==> config.mk <==
export PLATFORM = sky130hd
export DESIGN_NAME = ssb_regbank
export DESIGN_NICKNAME = d
export VERILOG_FILES = /design/src/verilog/ssb_pkg.sv /design/src/verilog/ssb_regbank.sv /design/src/verilog/ssb_sync.sv
export SDC_FILE = /design/constraint.sdc
export NUM_CORES = 1
export LEC_CHECK = 0
export ABC_AREA = 1
export CAP_MARGIN = 10
export CORE_MARGIN = 8
export CORE_UTILIZATION = 40
export DETAILED_ROUTE_END_ITERATION = 12
export DONT_BUFFER_PORTS = 1
export PLACE_DENSITY = 0.57
export SETUP_SLACK_MARGIN = 0.2
export SYNTH_ARGS = -nofsm -noshare
export SYNTH_HDL_FRONTEND = slang
export SYNTH_SLANG_ARGS = --single-unit
==> constraint.sdc <==
create_clock -name i_clk -period 4.5 [get_ports i_clk]
set_input_delay 0.225 -clock i_clk [delete_from_list [all_inputs] [get_ports i_clk]]
set_output_delay 0.225 -clock i_clk [all_outputs]
set_load 0.02 [all_outputs]
==> src/verilog/ssb_pkg.sv <==
package ssb_pkg;
   // ===========================================================
   // Register offsets (7-bit address field of a command)
   localparam logic [6:0] ADDR_SWITCH   = 7'h01;
   localparam logic [6:0] ADDR_ERR_CFG  = 7'h02;
   localparam logic [6:0] ADDR_ERR_STAT = 7'h03;
   localparam logic [6:0] ADDR_CONSEC   = 7'h05;
   localparam logic [6:0] ADDR_SW_KEY   = 7'h0B;

   // ===========================================================
   // Reset values
   localparam logic [3:0] RST_SWITCH   = 4'h0;
   localparam logic [2:0] RST_ERR_CFG  = 3'h6;
   localparam logic [2:0] RST_ERR_STAT = 3'h0;
   localparam logic       RST_CONSEC   = 1'b0;
   localparam logic [7:0] RST_SW_KEY   = 8'h00;

   // ===========================================================
   // Field positions in the config and status registers
   localparam int BIT_CRC  = 0;
   localparam int BIT_CLK  = 1;
   localparam int BIT_ADDR = 2;

   // ===========================================================
   // Frame layout and special commands
   localparam logic [4:0]  LEN_PLAIN   = 5'h10;
   localparam logic [4:0]  LEN_CRC     = 5'h18;
   localparam logic [4:0]  POS_HEADER  = 5'h08;
   localparam int          BIT_READ    = 15;
   localparam logic [15:0] CMD_CLEAR   = 16'h6CA9;
   localparam logic [7:0]  KEY_FIRST   = 8'hA3;
   localparam logic [7:0]  KEY_SECOND  = 8'h05;
   localparam logic [7:0]  SDO_ALIGN   = 8'h25;
   localparam logic [7:0]  CRC_POLY    = 8'h07;

   // Serial pins as one bundle
   typedef struct packed {
      logic sclk;
      logic cs_n;
      logic sdi;
   } ssb_pins_t;

   typedef enum logic [1:0] {
      SSB_IDLE  = 2'b00,
      SSB_SHIFT = 2'b01
   } ssb_state_t;
endpackage : ssb_pkg

==> src/verilog/ssb_regbank.sv <==
`timescale 1ns/10ps
module ssb_regbank
   import ssb_pkg::*;
(
   input  wire logic       i_clk,       // System clock, 100 MHz
   input  wire logic       i_reset,     // Synchronous reset, active high
   input  wire logic       i_sclk,      // Serial clock pin
   input  wire logic       i_cs_n,      // Chip select pin, active low
   input  wire logic       i_sdi,       // Serial data in
   output logic            o_sdo,       // Serial data out
   output logic            o_sdo_oe_n,  // Data out enable, low drives
   output logic [3:0]      o_switch     // Switch closed controls
);
   // ===========================================================
   // Pin synchronisation and edge finding
   ssb_pins_t  pins_raw;
   ssb_pins_t  pins_s;
   logic       sclk_d;
   logic       cs_n_d;

   // Raw pins bundled under a named wire so the port sees a typed value
   assign pins_raw = '{sclk: i_sclk, cs_n: i_cs_n, sdi: i_sdi};

   ssb_sync u_sync (
      .i_clk   (i_clk),
      .i_reset (i_reset),
      .i_pins  (pins_raw),
      .o_pins  (pins_s)
   );

   always_ff @(posedge i_clk) begin
      if (i_reset) begin
         sclk_d <= 1'b0;
         cs_n_d <= 1'b1;
      end else begin
         sclk_d <= pins_s.sclk;
         cs_n_d <= pins_s.cs_n;
      end
   end

   // ===========================================================
   // Register and frame state
   ssb_state_t  state;
   logic [3:0]  switch_ctl;
   logic [2:0]  err_cfg;
   logic [2:0]  err_flags;
   logic        burst_en;
   logic [7:0]  sw_key;
   logic        key_armed;
   logic        crc_mode;
   logic        burst_q;
   logic [4:0]  pos;
   logic [1:0]  frames;
   logic [22:0] rx;
   logic [7:0]  crc;
   logic [7:0]  tx;

   // Address decode, used to check both read and write commands
   function automatic logic addr_exists(input logic [6:0] a);
      return (a == ADDR_SWITCH) || (a == ADDR_ERR_CFG) || (a == ADDR_ERR_STAT) ||
             (a == ADDR_CONSEC) || (a == ADDR_SW_KEY);
   endfunction : addr_exists

   function automatic logic addr_read_only(input logic [6:0] a);
      return a == ADDR_ERR_STAT;
   endfunction : addr_read_only

   // ===========================================================
   // Decoding of edges, frame position and commands
   wire        active     = (state == SSB_SHIFT);
   wire        sclk_rise  = active & pins_s.sclk & ~sclk_d;
   wire        sclk_fall  = active & ~pins_s.sclk & sclk_d;
   wire        cs_fall    = ~pins_s.cs_n & cs_n_d;
   wire        cs_rise    = active & pins_s.cs_n & ~cs_n_d;
   wire [4:0]  frame_len  = crc_mode ? LEN_CRC : LEN_PLAIN;
   wire [4:0]  pos_inc    = pos + 5'h01;
   wire        frame_end  = sclk_rise & (pos_inc == frame_len);
   wire [23:0] full       = {rx, pins_s.sdi};
   wire [15:0] cmd        = crc_mode ? full[23:8] : full[15:0];
   wire [7:0]  crc_rx     = full[7:0];
   // Only the first frame counts unless burst mode was on at select
   wire        gate       = burst_q | (frames == 2'b00);
   wire        crc_bad    = frame_end & gate & crc_mode & (crc_rx != crc);
   wire        cmd_ok     = frame_end & gate & ~crc_bad;
   wire [6:0]  cmd_addr   = cmd[14:8];
   wire [7:0]  cmd_data   = cmd[7:0];
   wire        cmd_write  = ~cmd[BIT_READ];
   wire        is_clear   = (cmd == CMD_CLEAR);
   wire        addr_good  = addr_exists(cmd_addr) &
                            ~(cmd_write & addr_read_only(cmd_addr));
   wire        bad_addr   = cmd_ok & ~is_clear & ~addr_good;
   wire        do_write   = cmd_ok & ~is_clear & addr_good & cmd_write;
   wire        key_hit    = do_write & (cmd_addr == ADDR_SW_KEY);
   wire        soft_rst   = key_hit & key_armed & (cmd_data == KEY_SECOND);
   // Clock count judged when select rises
   wire        count_bad  = burst_q ? ((pos != 5'h00) | (frames == 2'b00))
                                    : ((pos != 5'h00) | (frames != 2'b01));

   // Serial CRC over the 16 command bits, restarted every frame
   wire [7:0]  crc_base   = (pos == 5'h00) ? 8'h00 : crc;
   wire [7:0]  next_crc   = {crc_base[6:0], 1'b0} ^
                            ((crc_base[7] ^ pins_s.sdi) ? CRC_POLY : 8'h00);

   // Read data for the header just received, reserved bits zero
   wire [6:0]  hdr_addr   = rx[6:0];
   wire [7:0]  rdata      = (hdr_addr == ADDR_SWITCH)   ? {4'h0, switch_ctl} :
                            (hdr_addr == ADDR_ERR_CFG)  ? {5'h00, err_cfg}   :
                            (hdr_addr == ADDR_ERR_STAT) ? {5'h00, err_flags} :
                            (hdr_addr == ADDR_CONSEC)   ? {7'h00, burst_en}  :
                            (hdr_addr == ADDR_SW_KEY)   ? sw_key : 8'h00;

   // Flag events; a set in the same cycle as a clear wins
   wire [2:0]  flag_set;
   assign flag_set[BIT_CRC]  = crc_bad;
   assign flag_set[BIT_CLK]  = cs_rise & count_bad & err_cfg[BIT_CLK];
   assign flag_set[BIT_ADDR] = bad_addr & err_cfg[BIT_ADDR];
   wire [2:0]  flag_clr  = (cmd_ok & is_clear) ? 3'h7 : 3'h0;
   wire [2:0]  next_flags = (err_flags & ~flag_clr) | flag_set;

   // ===========================================================
   // Frame tracking
   always_ff @(posedge i_clk) begin
      if (i_reset) begin
         state    <= SSB_IDLE;
         pos      <= 5'h00;
         frames   <= 2'b00;
         crc_mode <= 1'b0;
         burst_q  <= 1'b0;
         rx       <= '0;
         crc      <= 8'h00;
      end else if (cs_fall) begin
         state    <= SSB_SHIFT;
         pos      <= 5'h00;
         frames   <= 2'b00;
         crc_mode <= err_cfg[BIT_CRC];
         burst_q  <= burst_en;
      end else begin
         unique case (state)
            SSB_IDLE: begin
               state <= SSB_IDLE;
            end
            SSB_SHIFT: begin
               if (cs_rise) begin
                  state <= SSB_IDLE;
               end else if (sclk_rise) begin
                  rx  <= full[22:0];
                  pos <= frame_end ? 5'h00 : pos_inc;
                  if (pos < LEN_PLAIN) begin
                     crc <= next_crc;
                  end
                  if (frame_end && frames != 2'b11) begin
                     frames <= frames + 2'b01;
                  end
               end
            end
         endcase
      end
   end

   // Output shifter: alignment byte, then data of the addressed register
   always_ff @(posedge i_clk) begin
      if (i_reset) begin
         tx         <= 8'h00;
         o_sdo_oe_n <= 1'b1;
      end else if (cs_fall) begin
         tx         <= SDO_ALIGN;
         o_sdo_oe_n <= 1'b0;
      end else if (cs_rise) begin
         o_sdo_oe_n <= 1'b1;
      end else if (sclk_fall) begin
         tx <= (pos == POS_HEADER) ? rdata :
               (pos == 5'h00)      ? SDO_ALIGN : {tx[6:0], 1'b0};
      end
   end
   assign o_sdo = tx[7];

   // ===========================================================
   // Register file; a rejected command changes only the error flags and, for a bad address, the key sequence
   always_ff @(posedge i_clk) begin
      if (i_reset || soft_rst) begin
         switch_ctl <= RST_SWITCH;
         err_cfg    <= RST_ERR_CFG;
         err_flags  <= RST_ERR_STAT;
         burst_en   <= RST_CONSEC;
         sw_key     <= RST_SW_KEY;
         key_armed  <= 1'b0;
      end else begin
         err_flags <= next_flags;
         if (do_write && cmd_addr == ADDR_SWITCH) begin
            switch_ctl <= cmd_data[3:0];
         end
         if (do_write && cmd_addr == ADDR_ERR_CFG) begin
            err_cfg <= cmd_data[2:0];
         end
         if (do_write && cmd_addr == ADDR_CONSEC) begin
            burst_en <= cmd_data[0];
         end
         if (key_hit) begin
            sw_key <= cmd_data;
         end
         // Any other accepted command breaks the key sequence
         if (cmd_ok) begin
            key_armed <= key_hit & (cmd_data == KEY_FIRST);
         end
      end
   end

   always_ff @(posedge i_clk) begin
      if (i_reset) begin
         o_switch <= RST_SWITCH;
      end else begin
         o_switch <= switch_ctl;
      end
   end
endmodule : ssb_regbank

==> src/verilog/ssb_sync.sv <==
`timescale 1ns/10ps
// ===========================================================
// Two-flop synchroniser for the serial pins
module ssb_sync
   import ssb_pkg::*;
(
   input  wire logic      i_clk,    // System clock
   input  wire logic      i_reset,  // Synchronous reset
   input  wire ssb_pins_t i_pins,   // Raw pins
   output ssb_pins_t      o_pins    // Synchronised pins
);
   ssb_pins_t meta;

   // Idle level: chip select high, clock low
   always_ff @(posedge i_clk) begin
      if (i_reset) begin
         meta   <= '{sclk: 1'b0, cs_n: 1'b1, sdi: 1'b0};
         o_pins <= '{sclk: 1'b0, cs_n: 1'b1, sdi: 1'b0};
      end else begin
         meta   <= i_pins;
         o_pins <= meta;
      end
   end
endmodule : ssb_sync

==> results of run 1 <==
## logic make-up after synthesis
| group | Yosys count | share of synthesized area (%) |
|---|---|---|
| buffers and inverters | 115 | 11.81 |
| and+or+nand+nor | 268 | 29.58 |
| DFF | 82 | 40.13 |
| adders and majority gates | 5 | 1.530 |
| AOI/OAI and AO/OA | 113 | 14.59 |
| xor gates and xnor gates | 11 | 2.355 |
## per-stage QoR
| stage | util (%) | area [um^2] | power [mW] | setup slack (ps) |
|---|---|---|---|---|
| 2_1_floorplan | - | 4090 | 0.8173 | 2594 |
| 3_3_place_gp | 40.84 | 4140 | 0.8261 | 2081 |
| 3_5_place_dp | 40.84 | 4140 | 0.8274 | 1945 |
| 4_1_cts | 43.30 | 4390 | 1.399 | 1929 |
| 5_1_grt | 43.30 | 4390 | 1.447 | 1545 |
| 6_report | 43.30 | 4390 | 1.381 | 1943 |
## Yosys cell counts (all sizes together)
master / number
nand2: 137
a32oi: 1
a211oi: 2
o2111ai: 1
nor2: 73
o211ai: 1
nand3b: 1
or2: 2
buf: 10
o21ai: 47
o31ai: 2
clkinv: 1
a31oi: 1
inv: 93
dfxtp: 82
xnor2: 10
nand3: 32
clkbuf: 11
a221oi: 1
o22ai: 1
a221o: 1
nor3: 6
xor2: 1
ha: 5
a21oi: 55
nand4: 17
## final timing paths
check	start	endpoint	slack (ps)	cells after the start
min reg2reg	u_sync.meta[0]	u_sync.o_pins[0]	410	2
min	i_reset	crc[2]	10	3
max	crc_mode	sw_key[6]	1940	15
max reg2reg	crc_mode	sw_key[6]	1940	15
## where the power goes
group          switching, mW  internal [mW]  leakage, nW
Combinational         0.0492         0.0217         1.10
Sequential           0.00995          0.735        0.663
Clock                  0.288          0.278        0.109
## layout make-up
class                   instances  area share (%)
flip-flops and latches         82           37.39
multi-input cells             397           44.77
clock inverters                 6           1.653
well taps                     136           3.876
clock buffers                  10           3.135
repair buffers                  5           1.083
inverters                      94           8.093
## state kept, by name (all words and copies together), names as in the netlist
signal	count
rx	23
crc	8
sw_key	8
tx	8
pos	5
o_switch	4
switch_ctl	4
err_cfg	3
err_flags	3
u_sync.meta	3
u_sync.o_pins	3
frames	2
burst_en	1
burst_q	1
crc_mode	1
cs_n_d	1
key_armed	1
o_sdo_oe_n	1
sclk_d	1
state	1
## layer usage
layer,up-vias,wire length (um)
met5,-,0
met4,0,126
met3,13,430
met2,62,4481
met1,1638,4486
li1,1878,-
## repair_timing
| action | in CTS | in global routing |
|---|---|---|
| hold endpoints to repair | 20 | 0 |
| gates resized for setup | 0 | 0 |
| hold buffers | 4 | 0 |
## worst max-delay path, stage by stage, from the launching register on
cell,delay [ps]
sky130_fd_sc_hd__dfxtp_1,900
sky130_fd_sc_hd__inv_4,170
sky130_fd_sc_hd__nand2_1,110
sky130_fd_sc_hd__nand2_1,80
sky130_fd_sc_hd__inv_1,80
sky130_fd_sc_hd__nand2_1,70
sky130_fd_sc_hd__nor2_1,110
sky130_fd_sc_hd__nand2_1,80
sky130_fd_sc_hd__nand3_2,100
sky130_fd_sc_hd__nand2_4,90
sky130_fd_sc_hd__nor2_8,200
sky130_fd_sc_hd__nand3_2,200
sky130_fd_sc_hd__nand2_1,120
sky130_fd_sc_hd__nand2_1,60
sky130_fd_sc_hd__inv_1,50
sky130_fd_sc_hd__nor2_1,30
==> PnR_summary.wiki, run 1 <==
{| class="wikitable"
! Metric !! Value
|-
| Status || finished clean
|-
| Total GRT Usage || 15.42%
|-
| Number of violations reported at the end of detailed-routing iteration 0 || 212
|-
| Aggregate routed wire length || 9524 um
|-
| Number of failing setup endpoints in the final timing report || 0
|-
| Row Count || 37
|-
| Core Footprint || 0.01014 mm^2
|-
| Area share of the leading cell type in the synthesized netlist || 40.13%
|-
| Clock transition at the register clock pins on the worst setup and hold paths after CTS || 90 ps
|-
| Antenna violations before repair || 0
|-
| Most frequent cells in the layout || sky130_fd_sc_hd__nand2_1 (129), sky130_fd_sc_hd__inv_1 (91), sky130_fd_sc_hd__dfxtp_1 (82)
|-
| Drt drc || 0
|-
| Fillers || approximately 1100
|-
| Count of placed standard cells in the final layout, fillers left out || 730
|-
| Share of the cycle needed by the critical path after routing || 56.82%
|-
| Worst-margin pin slew || between 900 and 1000 ps
|-
| H-tree lvl count || 3
|-
| Antenna diode count || 0
|-
| Synth-to-layout area growth || 7.342%
|-
| Net count after synthesis || just over 600
|-
| Flops & latches, synth || 82
|-
| Start-to-end type of the worst setup path || flip-flop to flip-flop
|-
| Classification of the worst-slack hold path || input pin to flip-flop
|-
| Category of the worst setup path launch point || flip-flop
|-
| First-pass GRT wire length || 16240 um
|-
| Cell at the root of the clock tree || sky130_fd_sc_hd__clkbuf_8
|-
| Worst path arrival time || 2810 ps
|-
| Standby leakage power || 1.868 nW
|-
| Number of buffers created by CTS || 9
|-
| Slew HR || around 36%
|-
| DP Cell Count || 710
|-
| Required time of the critical path || around 4800 ps
|-
| Grt met2 use || 25.81%
|-
| Area taken by flip-flops and latches || 0.001642 mm^2
|-
| Synth area leader || sky130_fd_sc_hd__dfxtp_1
|-
| Hold slack final || between 10 and 15 ps
|-
| Max Slew Vio Count || 0
|-
| Vias in the first global route || ~3300
|-
| Share of the yosys chip area belonging to registers || 40.13%
|-
| Most common cell after layout, fill and taps aside || sky130_fd_sc_hd__nand2_1
|-
| TritonCTS clock tree || done
|-
| Pwr per Cell Area || roughly 310 mW/mm^2
|-
| Maximum capacitance violations || 0
|-
| Worst VDD drop || 201.8 uV
|-
| Detailed-route vias per instance || 4.919
|-
| Final Wtd Congestion || 0.8505
|-
| Port Buf Inserts || 0
|-
| Top-level port count || 11
|-
| Summed instance area of the synthesized netlist || 0.004090 mm^2
|-
| Leading cell types by total area after synthesis || sky130_fd_sc_hd__dfxtp_1 (40%), sky130_fd_sc_hd__nand2_1 (12%), sky130_fd_sc_hd__inv_1 (8.4%)
|-
| Warnings, synthesis || 0
|-
| Total via count in the routed design || 3591
|-
| DP Wirelength || 6956 um
|-
| Global routing met1 resource utilization || 18.70%
|-
| Post-route antenna net violation count || 0
|-
| Highest attainable clock frequency || 391.1 MHz
|-
| Area occupied by multi-input gates || 0.001966 mm^2
|-
| Endpoints failing hold || 0
|-
| Clock period minus worst slack || around 2600 ps
|-
| Met3 Resource Use GR || under 10%
|-
| Post-synthesis area per instance || 6.886 um^2
|-
| GR peak layer || met2
|-
| Fraction of layout cells with a size suffix above 1 || 7.576%
|-
| # Post-CTS Setup Buffers || 0
|-
| Maximum number of pins on one net before global-route repair || 46
|-
| CTS max path bufs || 2
|-
| Clock tree sinks || 82
|-
| Setup repair after global routing missed its margin || no
|-
| Routed wire length per instance || 13.05 um
|-
| Sum of negative setup slack || 0 ps
|-
| Initial Util || 40.34%
|-
| Post-synth cell types || 38
|-
| Gate Count Post-Synth || just under 600
|-
| Die Wd || 117.1 um
|-
| Clock Skew || 10.19 ps
|-
| Die outline height || 117.1 um
|-
| Drt pass-1 iters || 5
|-
| Max FO, Critical Path || 27
|-
| Crit end category || flip-flop
|-
| Die area || 0.01372 mm^2
|-
| Clock insertion delay at the later pin of the skew report || 370 ps
|-
| Total congestion overflow after global routing || 0
|-
| Number of nets in the final layout || 599
|}
No activity file was read; power rests on OpenSTA's default activity.
==> run 2, diff against run 1 <==
--- a/config.mk
+++ b/config.mk
@@ -5,13 +5,13 @@
 export SDC_FILE = /design/constraint.sdc
 export NUM_CORES = 1
 export LEC_CHECK = 0
-export ABC_AREA = 1
+export ABC_AREA = 0
 export CAP_MARGIN = 10
 export CORE_MARGIN = 8
 export CORE_UTILIZATION = 40
 export DETAILED_ROUTE_END_ITERATION = 12
 export DONT_BUFFER_PORTS = 1
-export PLACE_DENSITY = 0.57
+export PLACE_DENSITY = 0.59
 export SETUP_SLACK_MARGIN = 0.2
 export SYNTH_ARGS = -nofsm -noshare
 export SYNTH_HDL_FRONTEND = slang
==> constraint.sdc (replaced) <==
create_clock -name i_clk -period 2.35 [get_ports i_clk]
set_input_delay 0.1175 -clock i_clk [delete_from_list [all_inputs] [get_ports i_clk]]
set_output_delay 0.1175 -clock i_clk [all_outputs]
set_load 0.02 [all_outputs]
==> run 2 against run 1 <==
  * Clock power grew 72%
  * First-iteration DRC count grew 9.4%
  * Largest power group unchanged
  * Via count shrank 8.2%
  * Critical path depth shrank 7
  * Cell area grew 1.3%
  * Non-clock buffer count grew 22
  * Utilization grew 2.6 points
  * Register-to-register slack lost 1600 ps
  * Global-route usage grew 0.15 points
  * Total power grew 78%
  * Combinational power grew 3%
==> PnR_summary.wiki, run 2 <==
{| class="wikitable"
! Metric !! Value
|-
| Row Count || 36 (was 37)
|-
| Status || finished clean (unchanged)
|-
| Worst path arrival time || 2290 ps (was 2810 ps)
|-
| CTS max path bufs || 2 (unchanged)
|-
| Classification of the worst-slack hold path || input pin to flip-flop (unchanged)
|-
| Die Wd || 115.6 um (was 117.1 um)
|-
| Category of the worst setup path launch point || flip-flop (unchanged)
|-
| Largest reg by FF count || rx (unchanged)
|-
| Post-route antenna net violation count || 0 (unchanged)
|-
| Sum of negative setup slack || 0 ps (unchanged)
|-
| Synth area leader || sky130_fd_sc_hd__dfxtp_1 (unchanged)
|-
| Post-synth ARST share || 0% (unchanged)
|-
| DP Wirelength || 6647 um (was 6956 um)
|-
| Flops & latches, synth || 82 (unchanged)
|-
| Routed wire length per instance || 15.93 um (was 13.05 um)
|-
| Standby leakage power || 1.570 nW (was 1.868 nW)
|-
| Pwr per Cell Area || 551.6 mW/mm^2 (was 314.6 mW/mm^2)
|-
| Endpoints failing hold || 0 (unchanged)
|-
| Clock Skew || 9.561 ps (was 10.19 ps)
|-
| Main synth FF type || sky130_fd_sc_hd__dfxtp_1 (unchanged)
|-
| Top-level port count || 11 (unchanged)
|-
| Aggregate routed wire length || 9764 um (was 9524 um)
|-
| TritonCTS clock tree || done (unchanged)
|-
| Net count after synthesis || 476 (was 604)
|-
| Core Footprint || 0.009684 mm^2 (was 0.01014 mm^2)
|-
| Share of the yosys chip area belonging to registers || 41.35% (was 40.13%)
|-
| H-tree lvl count || 3 (unchanged)
|-
| Max Slew Vio Count || 0 (unchanged)
|-
| Leading cell types by total area after synthesis || sky130_fd_sc_hd__dfxtp_1 (41%), sky130_fd_sc_hd__nand2_1 (7.1%), sky130_fd_sc_hd__a21oi_1 (6.1%) (was sky130_fd_sc_hd__dfxtp_1 (40%), sky130_fd_sc_hd__nand2_1 (12%), sky130_fd_sc_hd__inv_1 (8.4%))
|-
| Crit end category || flip-flop (unchanged)
|-
| Number of flip-flops under the largest register name || 23 (unchanged)
|-
| Area share of the leading cell type in the synthesized netlist || 41.35% (was 40.13%)
|-
| Clock insertion delay at the later pin of the skew report || 360 ps (was 370 ps)
|-
| Cell at the root of the clock tree || sky130_fd_sc_hd__clkbuf_8 (unchanged)
|-
| Count of placed standard cells in the final layout, fillers left out || 613 (was 730)
|-
| Final Wtd Congestion || 0.8726 (was 0.8505)
|-
| Worst-margin pin slew || 567.0 ps (was 965.2 ps)
|-
| Worst VDD drop || 442.2 uV (was 201.8 uV)
|-
| Total congestion overflow after global routing || 0 (unchanged)
|-
| Clock period minus worst slack || 2031 ps (was 2557 ps)
|-
| Overall power of the completed layout || 2.454 mW (was 1.381 mW)
|-
| Most common cell after layout, fill and taps aside || sky130_fd_sc_hd__dfxtp_1 (was sky130_fd_sc_hd__nand2_1)
|-
| Antenna diode count || 0 (unchanged)
|-
| Max FO, Critical Path || 6 (was 27)
|-
| Clock transition at the register clock pins on the worst setup and hold paths after CTS || 90 ps (about the same)
|-
| Synth-to-layout area growth || 12.07% (was 7.342%)
|-
| Initial Util || 40.99% (was 40.34%)
|-
| Fraction of layout cells with a size suffix above 1 || 15.00% (was 7.576%)
|-
| Setup repair after global routing missed its margin || no (unchanged)
|-
| Number of enable flip-flop cells after synthesis || 0 (unchanged)
|-
| Vias in the first global route || 3224 (was 3336)
|-
| Most used standard cell by instance count after synthesis || sky130_fd_sc_hd__dfxtp_1 (was sky130_fd_sc_hd__nand2_1)
|-
| DP Cell Count || 587 (was 710)
|-
| Post-synthesis area per instance || 8.519 um^2 (was 6.886 um^2)
|-
| Number of buffers created by CTS || 9 (unchanged)
|-
| Most frequent cells in the layout || sky130_fd_sc_hd__dfxtp_1 (78), sky130_fd_sc_hd__nand2_1 (75), sky130_fd_sc_hd__a21oi_1 (48) (was sky130_fd_sc_hd__nand2_1 (129), sky130_fd_sc_hd__inv_1 (91), sky130_fd_sc_hd__dfxtp_1 (82))
|-
| Detailed-route vias per instance || 5.377 (was 4.919)
|-
| First-pass GRT wire length || 16470 um (was 16240 um)
|-
| Gate Count Post-Synth || 466 (was 594)
|-
| Die outline height || 115.6 um (was 117.1 um)
|-
| Die area || 0.01337 mm^2 (was 0.01372 mm^2)
|-
| Number of failing setup endpoints in the final timing report || 0 (unchanged)
|-
| Port Buf Inserts || 0 (unchanged)
|-
| Warnings, synthesis || 0 (unchanged)
|-
| Least setup slack across all paths after layout || 318.8 ps (was 1943 ps)
|-
| Drt drc || 0 (unchanged)
|-
| Number of violations reported at the end of detailed-routing iteration 0 || 232 (was 212)
|-
| Total GRT Usage || 15.57% (was 15.42%)
|-
| Summed instance area of the synthesized netlist || 0.003970 mm^2 (was 0.004090 mm^2)
|-
| Slew HR || 62.06% (was 35.58%)
|-
| Pre-CTS worst setup slack || 88.24 ps (was 1945 ps)
|-
| Top post-synthesis cells by count || sky130_fd_sc_hd__dfxtp_1 (82), sky130_fd_sc_hd__nand2_1 (75), sky130_fd_sc_hd__a21oi_1 (48), sky130_fd_sc_hd__nor2_1 (42), sky130_fd_sc_hd__mux2i_1 (23) (was sky130_fd_sc_hd__nand2_1 (129), sky130_fd_sc_hd__inv_1 (91), sky130_fd_sc_hd__dfxtp_1 (82), sky130_fd_sc_hd__nor2_1 (63), sky130_fd_sc_hd__a21oi_1 (55))
|-
| Clock tree sinks || 82 (unchanged)
|-
| Highest attainable clock frequency || 492.3 MHz (was 391.1 MHz)
|-
| Maximum number of pins on one net before global-route repair || 53 (was 46)
|-
| Antenna violations before repair || 0 (unchanged)
|-
| Number of nets in the final layout || 485 (was 599)
|-
| Required time of the critical path || 2600 ps (was 4750 ps)
|-
| Drt pass-1 iters || 4 (was 5)
|-
| Maximum capacitance violations || 0 (unchanged)
|-
| Share of the cycle needed by the critical path after routing || 86.44% (was 56.82%)
|-
| Total via count in the routed design || 3296 (was 3591)
|-
| Start-to-end type of the worst setup path || flip-flop to flip-flop (unchanged)
|-
| Post-synth cell types || 60 (was 38)
|}
## run 2: power breakdown
group	internal (mW)	switching (mW)	total, mW
combinational	0.0293	0.0433	0.0727
sequential	1.40	0.00869	1.41
clock	0.424	0.551	0.974
## run 2: logic make-up (layout without fill, tap and decap cells)
kind of cell             Yosys count  after routing  share of synthesized area, %
AO/OA/AOI/OAI                     87             87                         13.84
buffers and inverters             38             52                         4.412
adder cells (fa/ha/maj)            5              5                         1.576
flip-flops                        82             82                         41.35
XOR/XNOR                          17             17                         4.128
multiplexers                      31             31                         8.068
AND/OR/NAND/NOR                  206            206                         26.63
## run 2: layer usage
layer | wire, um | vias to the layer above | GRT usage [%]
met5 | 0 | - | 0
met4 | 260 | 0 | 5.964
met3 | 414 | 22 | 3.335
met2 | 4543 | 76 | 25.04
met1 | 4545 | 1561 | 19.98
li1 | - | 1637 | -
## run 2: path summary, 6_finish.rpt
kind	from	to	slack, ps	cells past startpoint
worst max register to register	crc_mode	err_cfg[1]	320	8
worst min-delay path	i_reset	o_switch[3]	70	2
worst max-delay path	crc_mode	err_cfg[1]	320	8
worst min register to register	u_sync.meta[1]	u_sync.o_pins[1]	430	1
## run 2: final cells by class
class                      count  area [um^2]
fill                         953         5235
sequential                    82         1649
clock inverter                 6        50.05
inverter                       9        33.78
tap                          133        166.4
clock buffer                  10        137.6
timing repair buffer          27        239.0
multi-input combinational    346         2173
## run 2: worst max-delay path, cell delays in order (launching register included)
cell and delay (ps):
sky130_fd_sc_hd__dfxtp_2 370, sky130_fd_sc_hd__buf_4 170, sky130_fd_sc_hd__xor2_2 170, sky130_fd_sc_hd__xnor2_1 180, sky130_fd_sc_hd__nor4_4 270, sky130_fd_sc_hd__buf_4 180
sky130_fd_sc_hd__and4b_2 300, sky130_fd_sc_hd__mux2i_1 220, sky130_fd_sc_hd__nand2b_1 70
## run 2: repair_timing
item / 4_1_cts / 5_1_grt
setup buffers: 4 / 2
pin swaps: 2 / 6
hold buffers: 4 / 0
endpoints found under the setup margin: 19 / 22
endpoints found under the hold margin: 52 / 0
resized for setup: 1 / 9
## run 2: stage by stage
stage / hold slack [ps] / instance area, um^2 / utilization [%]
after global routing: 70.92 / 4449 / 45.94
after floorplan: 221.3 / 3970 / -
after CTS: 42.28 / 4404 / 45.48
final: 71.38 / 4449 / 45.94
after global placement: 196.6 / 4135 / 42.70
after detailed placement: 196.4 / 4135 / 42.70
